**src/logic/stc_pkg.sv**
```systemverilog
package stc_pkg;
    // register addresses on the plain port (all chosen here)
    localparam logic [2:0] STC_ADDR_CONTROL = 3'h0;
    localparam logic [2:0] STC_ADDR_COUNT_LOW = 3'h1;
    localparam logic [2:0] STC_ADDR_COUNT_HIGH = 3'h2;
    localparam logic [2:0] STC_ADDR_FLAG = 3'h3;
    localparam logic [2:0] STC_ADDR_ENABLE = 3'h4;

    // timer_control field positions
    localparam int STC_BIT_COUNTER_ON = 0;
    localparam int STC_BIT_CLOCK_SOURCE = 1;
    localparam int STC_BIT_EXT_SYNC = 2;
    localparam int STC_BIT_OSC_ENABLE = 3;
    localparam int STC_BIT_PRESCALE_LO = 4;
    localparam int STC_BIT_PRESCALE_HI = 5;
    localparam int STC_BIT_UNUSED = 6;
    localparam int STC_BIT_WIDE_ACCESS = 7;
    localparam logic [7:0] STC_CONTROL_WMASK = 8'hBF;

    // reset values and the count maximum
    localparam logic [7:0] STC_CONTROL_RESET = 8'h00;
    localparam logic [15:0] STC_COUNT_RESET = 16'h0000;
    localparam logic [15:0] STC_COUNT_MAX = 16'hFFFF;

    // compare unit mode that resets the count
    localparam logic [3:0] STC_MODE_SPECIAL_TRIGGER = 4'hB;

    // instruction cycle is four system clocks
    localparam logic [1:0] STC_PHASE_LAST = 2'h3;

    typedef struct packed {
        logic [2:0] addr;
        logic [7:0] wdata;
        logic wr;
        logic rd;
    } stc_bus_s;

    typedef struct packed {
        logic [7:0] control;
        logic [15:0] count;
        logic [7:0] high_buffer;
        logic [2:0] prescale_count;
        logic [1:0] phase;
        logic [1:0] ext_sync;
        logic [1:0] osc_sync;
        logic ext_prev;
        logic ext_pending;
        logic overflow_flag;
        logic overflow_irq_enable;
        logic [7:0] rdata;
        logic irq;
        logic conversion_start;
        logic osc_run;
        logic [1:0] pin_oe;
        logic [1:0] pin_read;
        logic [3:0] pin_sync;
    } stc_state_s;
endpackage

```
**src/logic/stc_timer.sv**
```systemverilog
// What this block does
// - count only while counter_on is set
// - wide_access_mode picks buffered sixteen-bit access
// - prescale_select divides by one, two, four, eight
// - osc_enable switches dedicated oscillator on or off
// - ext_sync_select chooses aligned or raw external edges
// - source select: instruction cycle or external rising edge
// - oscillator on forces pins input, read zero
// - oscillator keeps running during sleep
// - wrap FFFFh to 0000h sets overflow flag
// - interrupt request only while enable bit set
// - special trigger resets count, starts conversion
// - trigger reset never sets overflow flag
// - trigger reset honoured only in synchronous modes
// - software count write beats simultaneous trigger
// - compare value acts as the period
// - wide low read copies high byte into buffer
// - wide low write loads high from buffer
// - in wide mode, live high byte reached only through buffer
// - low write clears prescaler, high write not
// - control bit six reads zero, ignores writes
`timescale 1ns/10ps
module stc_timer (
    input wire logic clock,
    input wire logic reset_n,
    input wire stc_pkg::stc_bus_s bus,
    output logic [7:0] rdata,
    input wire logic ext_clock_pin,
    input wire logic osc_in_pin,
    input wire logic sleep_mode,
    input wire logic [1:0] port_direction,
    input wire logic [1:0] pin_level,
    input wire logic special_trigger,
    input wire logic [3:0] compare_mode_field,
    input wire logic converter_enabled,
    output logic [1:0] pin_oe,
    output logic [1:0] pin_read,
    output logic osc_run,
    output logic irq,
    output logic conversion_start
);
    import stc_pkg::*;

    stc_state_s state_reg;
    stc_state_s state_next;

    logic wide;
    logic on;
    logic ext_mode;
    logic raw_mode;
    logic phase_end;
    logic ext_edge;
    logic src_tick;
    logic [2:0] limit;
    logic count_tick;
    logic wr_low;
    logic wr_high;
    logic rd_low;
    logic trig_reset;

    always_comb begin
        wide = state_reg.control[STC_BIT_WIDE_ACCESS];
        on = state_reg.control[STC_BIT_COUNTER_ON];
        ext_mode = state_reg.control[STC_BIT_CLOCK_SOURCE];
        raw_mode = ext_mode && state_reg.control[STC_BIT_EXT_SYNC];
        // the processor runs no instruction cycles while asleep
        phase_end = (state_reg.phase == STC_PHASE_LAST) && !sleep_mode;
        // the oscillator, once on, replaces the pin as the edge source
        if (state_reg.control[STC_BIT_OSC_ENABLE]) begin
            ext_edge = state_reg.osc_sync[1] && !state_reg.ext_prev;
        end else begin
            ext_edge = state_reg.ext_sync[1] && !state_reg.ext_prev;
        end
        if (!ext_mode) begin
            src_tick = phase_end;
        end else if (raw_mode) begin
            src_tick = ext_edge;
        end else begin
            src_tick = (state_reg.ext_pending || ext_edge) && (state_reg.phase == STC_PHASE_LAST);
        end
        case (state_reg.control[STC_BIT_PRESCALE_HI:STC_BIT_PRESCALE_LO])
            2'h0: limit = 3'h0;
            2'h1: limit = 3'h1;
            2'h2: limit = 3'h3;
            2'h3: limit = 3'h7;
            default: limit = 3'h0;
        endcase
        count_tick = on && src_tick && (state_reg.prescale_count == limit);
        wr_low = bus.wr && (bus.addr == STC_ADDR_COUNT_LOW);
        wr_high = bus.wr && (bus.addr == STC_ADDR_COUNT_HIGH);
        rd_low = bus.rd && (bus.addr == STC_ADDR_COUNT_LOW);
        // a raw asynchronous count cannot be reset safely, so it is refused
        trig_reset = special_trigger && (compare_mode_field == STC_MODE_SPECIAL_TRIGGER)
            && !raw_mode;
    end

    always_comb begin
        state_next = state_reg;
        state_next.phase = state_reg.phase + 2'h1;
        state_next.ext_sync = {state_reg.ext_sync[0], ext_clock_pin};
        state_next.osc_sync = {state_reg.osc_sync[0], osc_in_pin};
        state_next.ext_prev = state_reg.control[STC_BIT_OSC_ENABLE] ? state_reg.osc_sync[1]
            : state_reg.ext_sync[1];
        if (state_reg.phase == STC_PHASE_LAST) begin
            state_next.ext_pending = 1'b0;
        end else if (ext_edge) begin
            state_next.ext_pending = 1'b1;
        end

        if (on && src_tick) begin
            if (state_reg.prescale_count == limit) begin
                state_next.prescale_count = 3'h0;
            end else begin
                state_next.prescale_count = state_reg.prescale_count + 3'h1;
            end
        end

        // order gives priority: software write, then trigger, then count
        if (trig_reset) begin
            state_next.count = STC_COUNT_RESET;
        end else if (count_tick) begin
            state_next.count = state_reg.count + 16'h0001;
        end

        if (count_tick && !trig_reset && (state_reg.count == STC_COUNT_MAX)) begin
            state_next.overflow_flag = 1'b1;
        end else if (bus.wr && (bus.addr == STC_ADDR_FLAG) && !bus.wdata[0]) begin
            state_next.overflow_flag = 1'b0;
        end

        if (wr_low) begin
            state_next.prescale_count = 3'h0;
            if (wide) begin
                state_next.count = {state_reg.high_buffer, bus.wdata};
            end else begin
                state_next.count = {state_reg.count[15:8], bus.wdata};
            end
        end
        if (wr_high) begin
            if (wide) begin
                state_next.high_buffer = bus.wdata;
            end else begin
                state_next.count = {bus.wdata, state_reg.count[7:0]};
            end
        end
        if (bus.wr && (bus.addr == STC_ADDR_CONTROL)) begin
            state_next.control = bus.wdata & STC_CONTROL_WMASK;
        end
        if (bus.wr && (bus.addr == STC_ADDR_ENABLE)) begin
            state_next.overflow_irq_enable = bus.wdata[0];
        end
        if (rd_low && wide) begin
            state_next.high_buffer = state_reg.count[15:8];
        end

        state_next.rdata = 8'h00;
        if (bus.rd) begin
            case (bus.addr)
                STC_ADDR_CONTROL: state_next.rdata = state_reg.control;
                STC_ADDR_COUNT_LOW: state_next.rdata = state_reg.count[7:0];
                STC_ADDR_COUNT_HIGH: state_next.rdata = wide ? state_reg.high_buffer
                    : state_reg.count[15:8];
                STC_ADDR_FLAG: state_next.rdata = {7'h00, state_reg.overflow_flag};
                STC_ADDR_ENABLE: state_next.rdata = {7'h00, state_reg.overflow_irq_enable};
                default: state_next.rdata = 8'h00;
            endcase
        end

        state_next.irq = state_reg.overflow_flag && state_reg.overflow_irq_enable;
        state_next.conversion_start = trig_reset && converter_enabled;
        // sleep does not touch the enable, so the crystal keeps swinging
        state_next.osc_run = state_reg.control[STC_BIT_OSC_ENABLE];
        if (state_reg.control[STC_BIT_OSC_ENABLE]) begin
            state_next.pin_oe = 2'h0;
            state_next.pin_read = 2'h0;
        end else begin
            state_next.pin_oe = ~port_direction;
            // pin levels come from outside the clock domain: two flops first
            state_next.pin_read = state_reg.pin_sync[3:2];
        end
        state_next.pin_sync = {state_reg.pin_sync[1:0], pin_level};
    end

    always_ff @(posedge clock) begin
        if (!reset_n) begin
            state_reg <= '0;
            state_reg.control <= STC_CONTROL_RESET;
            state_reg.count <= STC_COUNT_RESET;
        end else begin
            state_reg <= state_next;
        end
    end

    assign rdata = state_reg.rdata;
    assign pin_oe = state_reg.pin_oe;
    assign pin_read = state_reg.pin_read;
    assign osc_run = state_reg.osc_run;
    assign irq = state_reg.irq;
    assign conversion_start = state_reg.conversion_start;
endmodule

```
**config.mk**
```make
export PLATFORM = sky130hd
export DESIGN_NAME = stc_timer
export DESIGN_NICKNAME = d
export VERILOG_FILES = /design/src/logic/stc_pkg.sv /design/src/logic/stc_timer.sv
export SDC_FILE = /design/constraint.sdc
export NUM_CORES = 1
export LEC_CHECK = 0
export BUFFER_PORTS_ARGS = -buffer_cell sky130_fd_sc_hd__buf_2
export CAP_MARGIN = 20
export CORE_ASPECT_RATIO = 0.6
export CORE_UTILIZATION = 40
export CTS_BUF_LIST = sky130_fd_sc_hd__clkbuf_8
export CTS_CLUSTER_DIAMETER = 30
export CTS_CLUSTER_SIZE = 12
export DETAILED_ROUTE_END_ITERATION = 10
export PLACE_DENSITY = 0.55
export SETUP_SLACK_MARGIN = 0.05
export SYNTH_ARGS = -nofsm -noshare
export SYNTH_HDL_FRONTEND = slang
export SYNTH_SLANG_ARGS = --single-unit
```
**constraint.sdc**
```tcl
create_clock -name clock -period 2.44 [get_ports clock]
set_clock_uncertainty 0.1 [all_clocks]
set_input_delay 0.244 -clock clock [delete_from_list [all_inputs] [get_ports clock]]
set_output_delay 0.244 -clock clock [all_outputs]
set_load 0.1 [all_outputs]
```
Word level (Yosys, flattened, before mapping)
Cells that the tools add are included.
{ "classes": {"add_sub_neg": 3, "n_eq_ne": 12, "n_mux": 18, "n_bitwise": 2, "n_reduce_logical": 37} }
{ "ops": {"columns": ["operator", "count"], "rows": [
  ["16-bit two-way mux", 5],
  ["8-bit case mux with 5 select lines", 1],
  ["24-bit two-way mux", 1],
  ["8-bit two-way mux", 3],
  ["1-bit logical AND", 21],
  ["16-bit by 1-bit adder with 16-bit output (second input constant)", 1],
  ["16-bit equality test (second input constant)", 1],
  ["3-bit case mux with 4 select lines", 1],
  ["2-bit equality test (second input constant)", 3],
  ["3-bit by 2-bit equality test with 1-bit output (second input constant)", 2],
  ["1-bit two-way mux", 6],
  ["2-bit nonzero test", 3],
  ["2-bit OR reduction", 3],
  ["1-bit logical NOT", 5],
  ["4-bit equality test (second input constant)", 1],
  ["2-bit AND reduction", 2],
  ["3-bit by 1-bit adder with 3-bit output (second input constant)", 1],
  ["3-bit by 1-bit equality test with 1-bit output (second input constant)", 1],
  ["3-bit equality test", 1],
  ["3-bit equality test (second input constant)", 1],
  ["3-bit logical NOT", 1],
  ["3-bit two-way mux", 1],
  ["2-bit by 1-bit adder with 2-bit output (second input constant)", 1],
  ["2-bit by 1-bit equality test with 1-bit output (second input constant)", 1],
  ["5 further kinds", 5]
]} }
{ "totals": {"regBits": 63, "input_bits": 28, "output_inout_bits": 15, "wordCells": 91} }

Longest topological paths before layout
{ "depth": {"ltp_word": 15, "ltp_mapped": 9, "ltp_nobuf": 7} }

Worst setup path after synthesis
No wires, ideal clock.
{ "synth_path": {"kind": "reg-to-reg", "from": "register state_reg[29] in the netlist's numbering", "to": "register state_reg[50] in the netlist's numbering", "setup_ns": 0.060, "arrival_time_ns": 2.012, "required_ns": 2.280, "slack_ns": 0.267, "path_stages_with_launch": 8, "n_path_buf": 1, "period_less_slack_ns": 2.173, "cell_sequence": "dfxtp_1 > or2_4 > a2111oi_4 > o2111ai_2 > buf_6 > or4_1 > a21oi_1 > o221a_1"} }
{ "synth_via": {"elab_chain_len": 7} }
{ "synth_lines": {"columns": ["element", "line", "source"], "rows": [
  ["start: declaration", "stc_timer.sv:44", "stc_state_s state_reg;"],
  ["start signal: assignment", "stc_timer.sv:190", "state_reg <= state_next;"],
  ["3-bit equality test *", "stc_timer.sv:88", "count_tick = on && src_tick && (state_reg.prescale_count == limit);"],
  ["1-bit logical AND *", "stc_timer.sv:88", null],
  ["16-bit two-way mux *", "stc_timer.sv:121", "end else if (count_tick) begin"],
  ["16-bit two-way mux *", "stc_timer.sv:119", "if (trig_reset) begin"],
  ["16-bit two-way mux *", "stc_timer.sv:131", "if (wr_low) begin"],
  ["16-bit two-way mux", "stc_timer.sv:140", "if (wide) begin"],
  ["24-bit two-way mux *", "stc_timer.sv:139", "if (wr_high) begin"]
]} }
Every way passes the cells marked *; elsewhere a longest branch is shown, timed or not. The select of a mux whose other input is x is not followed.
A chain may end at the register's enable or synchronous reset.

Worst setup path in the final report
{ "layout_path": {"from": "register state_reg[29] in the netlist's numbering", "to": "register state_reg[42] in the netlist's numbering"} }
Same word-level chain as after synthesis.

==> results_dict.tcl <==
set metrics [dict create \
    status "complete, no violations" \
    antenna_found_initial 0 \
    whs_ns 0.0210 \
    rr_worst_depth 7 \
    dieArea_um2 8220 \
    cp-startpoint "state_reg[29]$_SDFFE_PP0N_" \
    final-hold-violation-count 0 \
    synth_ff_type "dfxtp_1" \
    grt_first_pass_wirelength_mm 14.5 \
    r2r-end "state_reg[42]$_SDFFE_PN0P_" \
    cts_buffer_depth 2 \
    synthesis.area_um2 3140 \
    syn_nets 397 \
    syn_to_final_growth_pct 18.5 \
    r2r_slack_ns 0.1 \
    top_layer_used "met4" \
    min_from "converter_enabled" \
    synth_top_family_by_area "simple AND/OR/NAND/NOR gates" \
    wl_per_cell_um 18.2 \
    core_um2 7420 \
    crit_type "reg -> reg" \
    tightest_slew_ns 0.472 \
    overflow 0 \
    drt-met1-wl_mm 4.85 \
    async_reset_ff_share_pct 0 \
    synth-seq-area-share_pct 40.2 \
    wl_met3_um 953 \
    p_per_area_nw_per_um2 552 \
    nets 445 \
    yosys_warnings 0 \
    syn_inst 366 \
    vias 2935 \
    gp_congestion 0.926 \
    synth_compound_area_share_pct 21.0 \
    routed_wl_mm 9.51 \
    port-buffer-count 42 \
    worstHoldPathCells 2 \
    synth.avg_cell_area_um2 8.57 \
    crit_path_end_kind "register" \
    drc 0 \
    clkLatencyLatePin_ns 0.36 \
    start_util_pct 42.3 \
    largest_reg_flops 41 \
    dp_cells 497 \
    cts_buffers 9 \
    rsz0062_at_grt "no" \
    critPathRequiredTime_ns 2.63 \
    crit_path_start_kind "register" \
    synthSimpleGateAreaFrac_pct 21.6 \
    boundaryPins 43 \
    drive_gt1_share_pct 22.2 \
    cp_max_fo 6 \
    grt_use_total_pct 24.3 \
    fmaxAchievable_ghz 0.427 \
    hp-class "in -> reg" \
    first_pass_iters 6 \
    initialDrtViolationCount 375 \
    synth-adder-area-share_pct 1.20 \
    max_slew_margin_pct 67.7 \
    worstPathArrival_ns 2.53 \
    synthXorXnorAreaFrac_pct 1.12 \
    synth_edf_count 0 \
    crit_end "state_reg[42]$_SDFFE_PN0P_" \
    cts_sinks 63 \
    final_cells 523 \
    viasPerCell 5.61 \
    cap_violations 0 \
    peakVddDrop_uv 332 \
    clk_pin_slew_ns 0.07 \
    synthMuxAreaShare_pct 8.33 \
    cts_tree "built" \
    n_antenna_cell 0 \
    setup_viol 0 \
    hpwl_mm 6.76 \
    synthDistinctLibCells 55 \
    fp.dieW_um 116 \
    utilization_pct 50.2 \
    cts_root_buf "clkbuf_8" \
    met2_wirelength_mm 3.57 \
    first_global_vias 2640 \
    die_y_um 70.6 \
    r2r-start "state_reg[29]$_SDFFE_PP0N_" \
    post-route-period-util_pct 96.0 \
    num_rows 24 \
    maxSlewViolCount 0 \
    ant_nets 0 \
    p_leak_nw 1.38 \
    grt_max_degree 27 \
    synth_seq_cells 63 \
    htreeDepth 3 \
    min_period_ns 2.34 \
]
[cell families after synthesis]
kind of cell / count (synthesis)
muxes: 26
xor gates and xnor gates: 4
DFF: 63
and+or+nand+nor: 132
AOI/OAI and AO/OA: 97
buffers and inverters: 41
adders and majority gates: 3
[cell usage in the layout, fill, tap and decap left out, types with 6 or more instances in the layout]
cell,netlist,layout
nor2_1,42,42
mux2i_1,25,25
dfxtp_1,63,62
nor3_1,8,7
a21oi_1,30,28
inv_1,11,14
buf_4,12,16
dlygate4sd3_1,0,6
clkbuf_8,0,9
nand2_1,21,21
nand3_1,8,8
a22oi_1,10,10
and3_1,7,7
and2_1,11,11
o31ai_1,6,6
buf_2,1,42
o21ai_0,20,20
[metrics by stage]
| step | total power [mW] | instance area, µm² | TNS [ns] | setup WS [ns] |
|---|---|---|---|---|
| CTS | 2.06 | 3650 | 0 | 0.0573 |
| global route | 2.14 | 3720 | 0 | 0.0446 |
| global placement | 1.30 | 3420 | 0 | 0.0428 |
| detailed placement | 1.30 | 3420 | -0.0123 | -0.0123 |
| finish | 2.05 | 3720 | 0 | 0.0967 |
| floorplan | 1.22 | 3140 | 0 | 0.267 |
[cell usage after synthesis (5+ instances only)]
cell | instances | area share (%)
dfxtp_1 | 63 | 40
nor2_1 | 42 | 5.0
a21oi_1 | 30 | 4.8
mux2i_1 | 25 | 8.0
nand2_1 | 21 | 2.5
o21ai_0 | 20 | 3.2
buf_4 | 12 | 2.9
clkbuf_1 | 12 | 1.4
and2_1 | 11 | 2.2
inv_1 | 11 | 1.3
a22oi_1 | 10 | 2.4
nand3_1 | 8 | 1.3
nor3_1 | 8 | 1.3
and3_1 | 7 | 1.4
o31ai_1 | 6 | 1.4
or3_1 | 5 | 1.0
or4_1 | 5 | 1.2
[routing by layer]
metal | track usage (%) | vias to the layer above
li1 | - | 1413
met4 | 9.40 | 0
met2 | 30.1 | 141
met1 | 36.7 | 1368
met5 | 0 | -
met3 | 9.17 | 13
[layout make-up]
cell class,instances,area [µm²]
Sequential cell,63,1260
Clock buffer,9,124
Timing Repair Buffer,65,402
Fill cell,751,3700
Multi-Input combinational cell,263,1720
Clock inverter,7,33.8
Tap cell,104,130
Inverter,12,45.0
[worst max-delay path, stage by stage, from the launching register on]
cell and delay (ns):
dfxtp_2 0.35, or2_4 0.26, a2111oi_4 0.33, buf_4 0.20
o2111a_2 0.26, nand2_1 0.12, or4_1 0.49, a31oi_1 0.16
[where the power goes]
part           switching [mW]  internal (mW)
clock network           0.409          0.351
logic                   0.140         0.0772
registers              0.0206           1.05
[repair_timing]
item,CTS,global route
pin swaps,0,5
gates resized for setup,1,9
gates cloned,0,1
hold buffers,6,0
hold endpoints to repair,6,0
buffers inserted,0,3
setup endpoints to repair,5,10
[worst min-delay path by stage]
stage	endpoint	slack, ns
5_1_grt	conversion_start$_SDFF_PN0_	0.01
3_5_place_dp	pin_oe[1]$_SDFF_PP0_	0.31
3_3_place_gp	pin_read[0]$_SDFF_PP0_	0.30
6_report	conversion_start$_SDFF_PN0_	0.02
2_1_floorplan	pin_oe[0]$_SDFF_PP0_	0.22
4_1_cts	conversion_start$_SDFF_PN0_	0.008
Power figures use the tool's default switching activity.
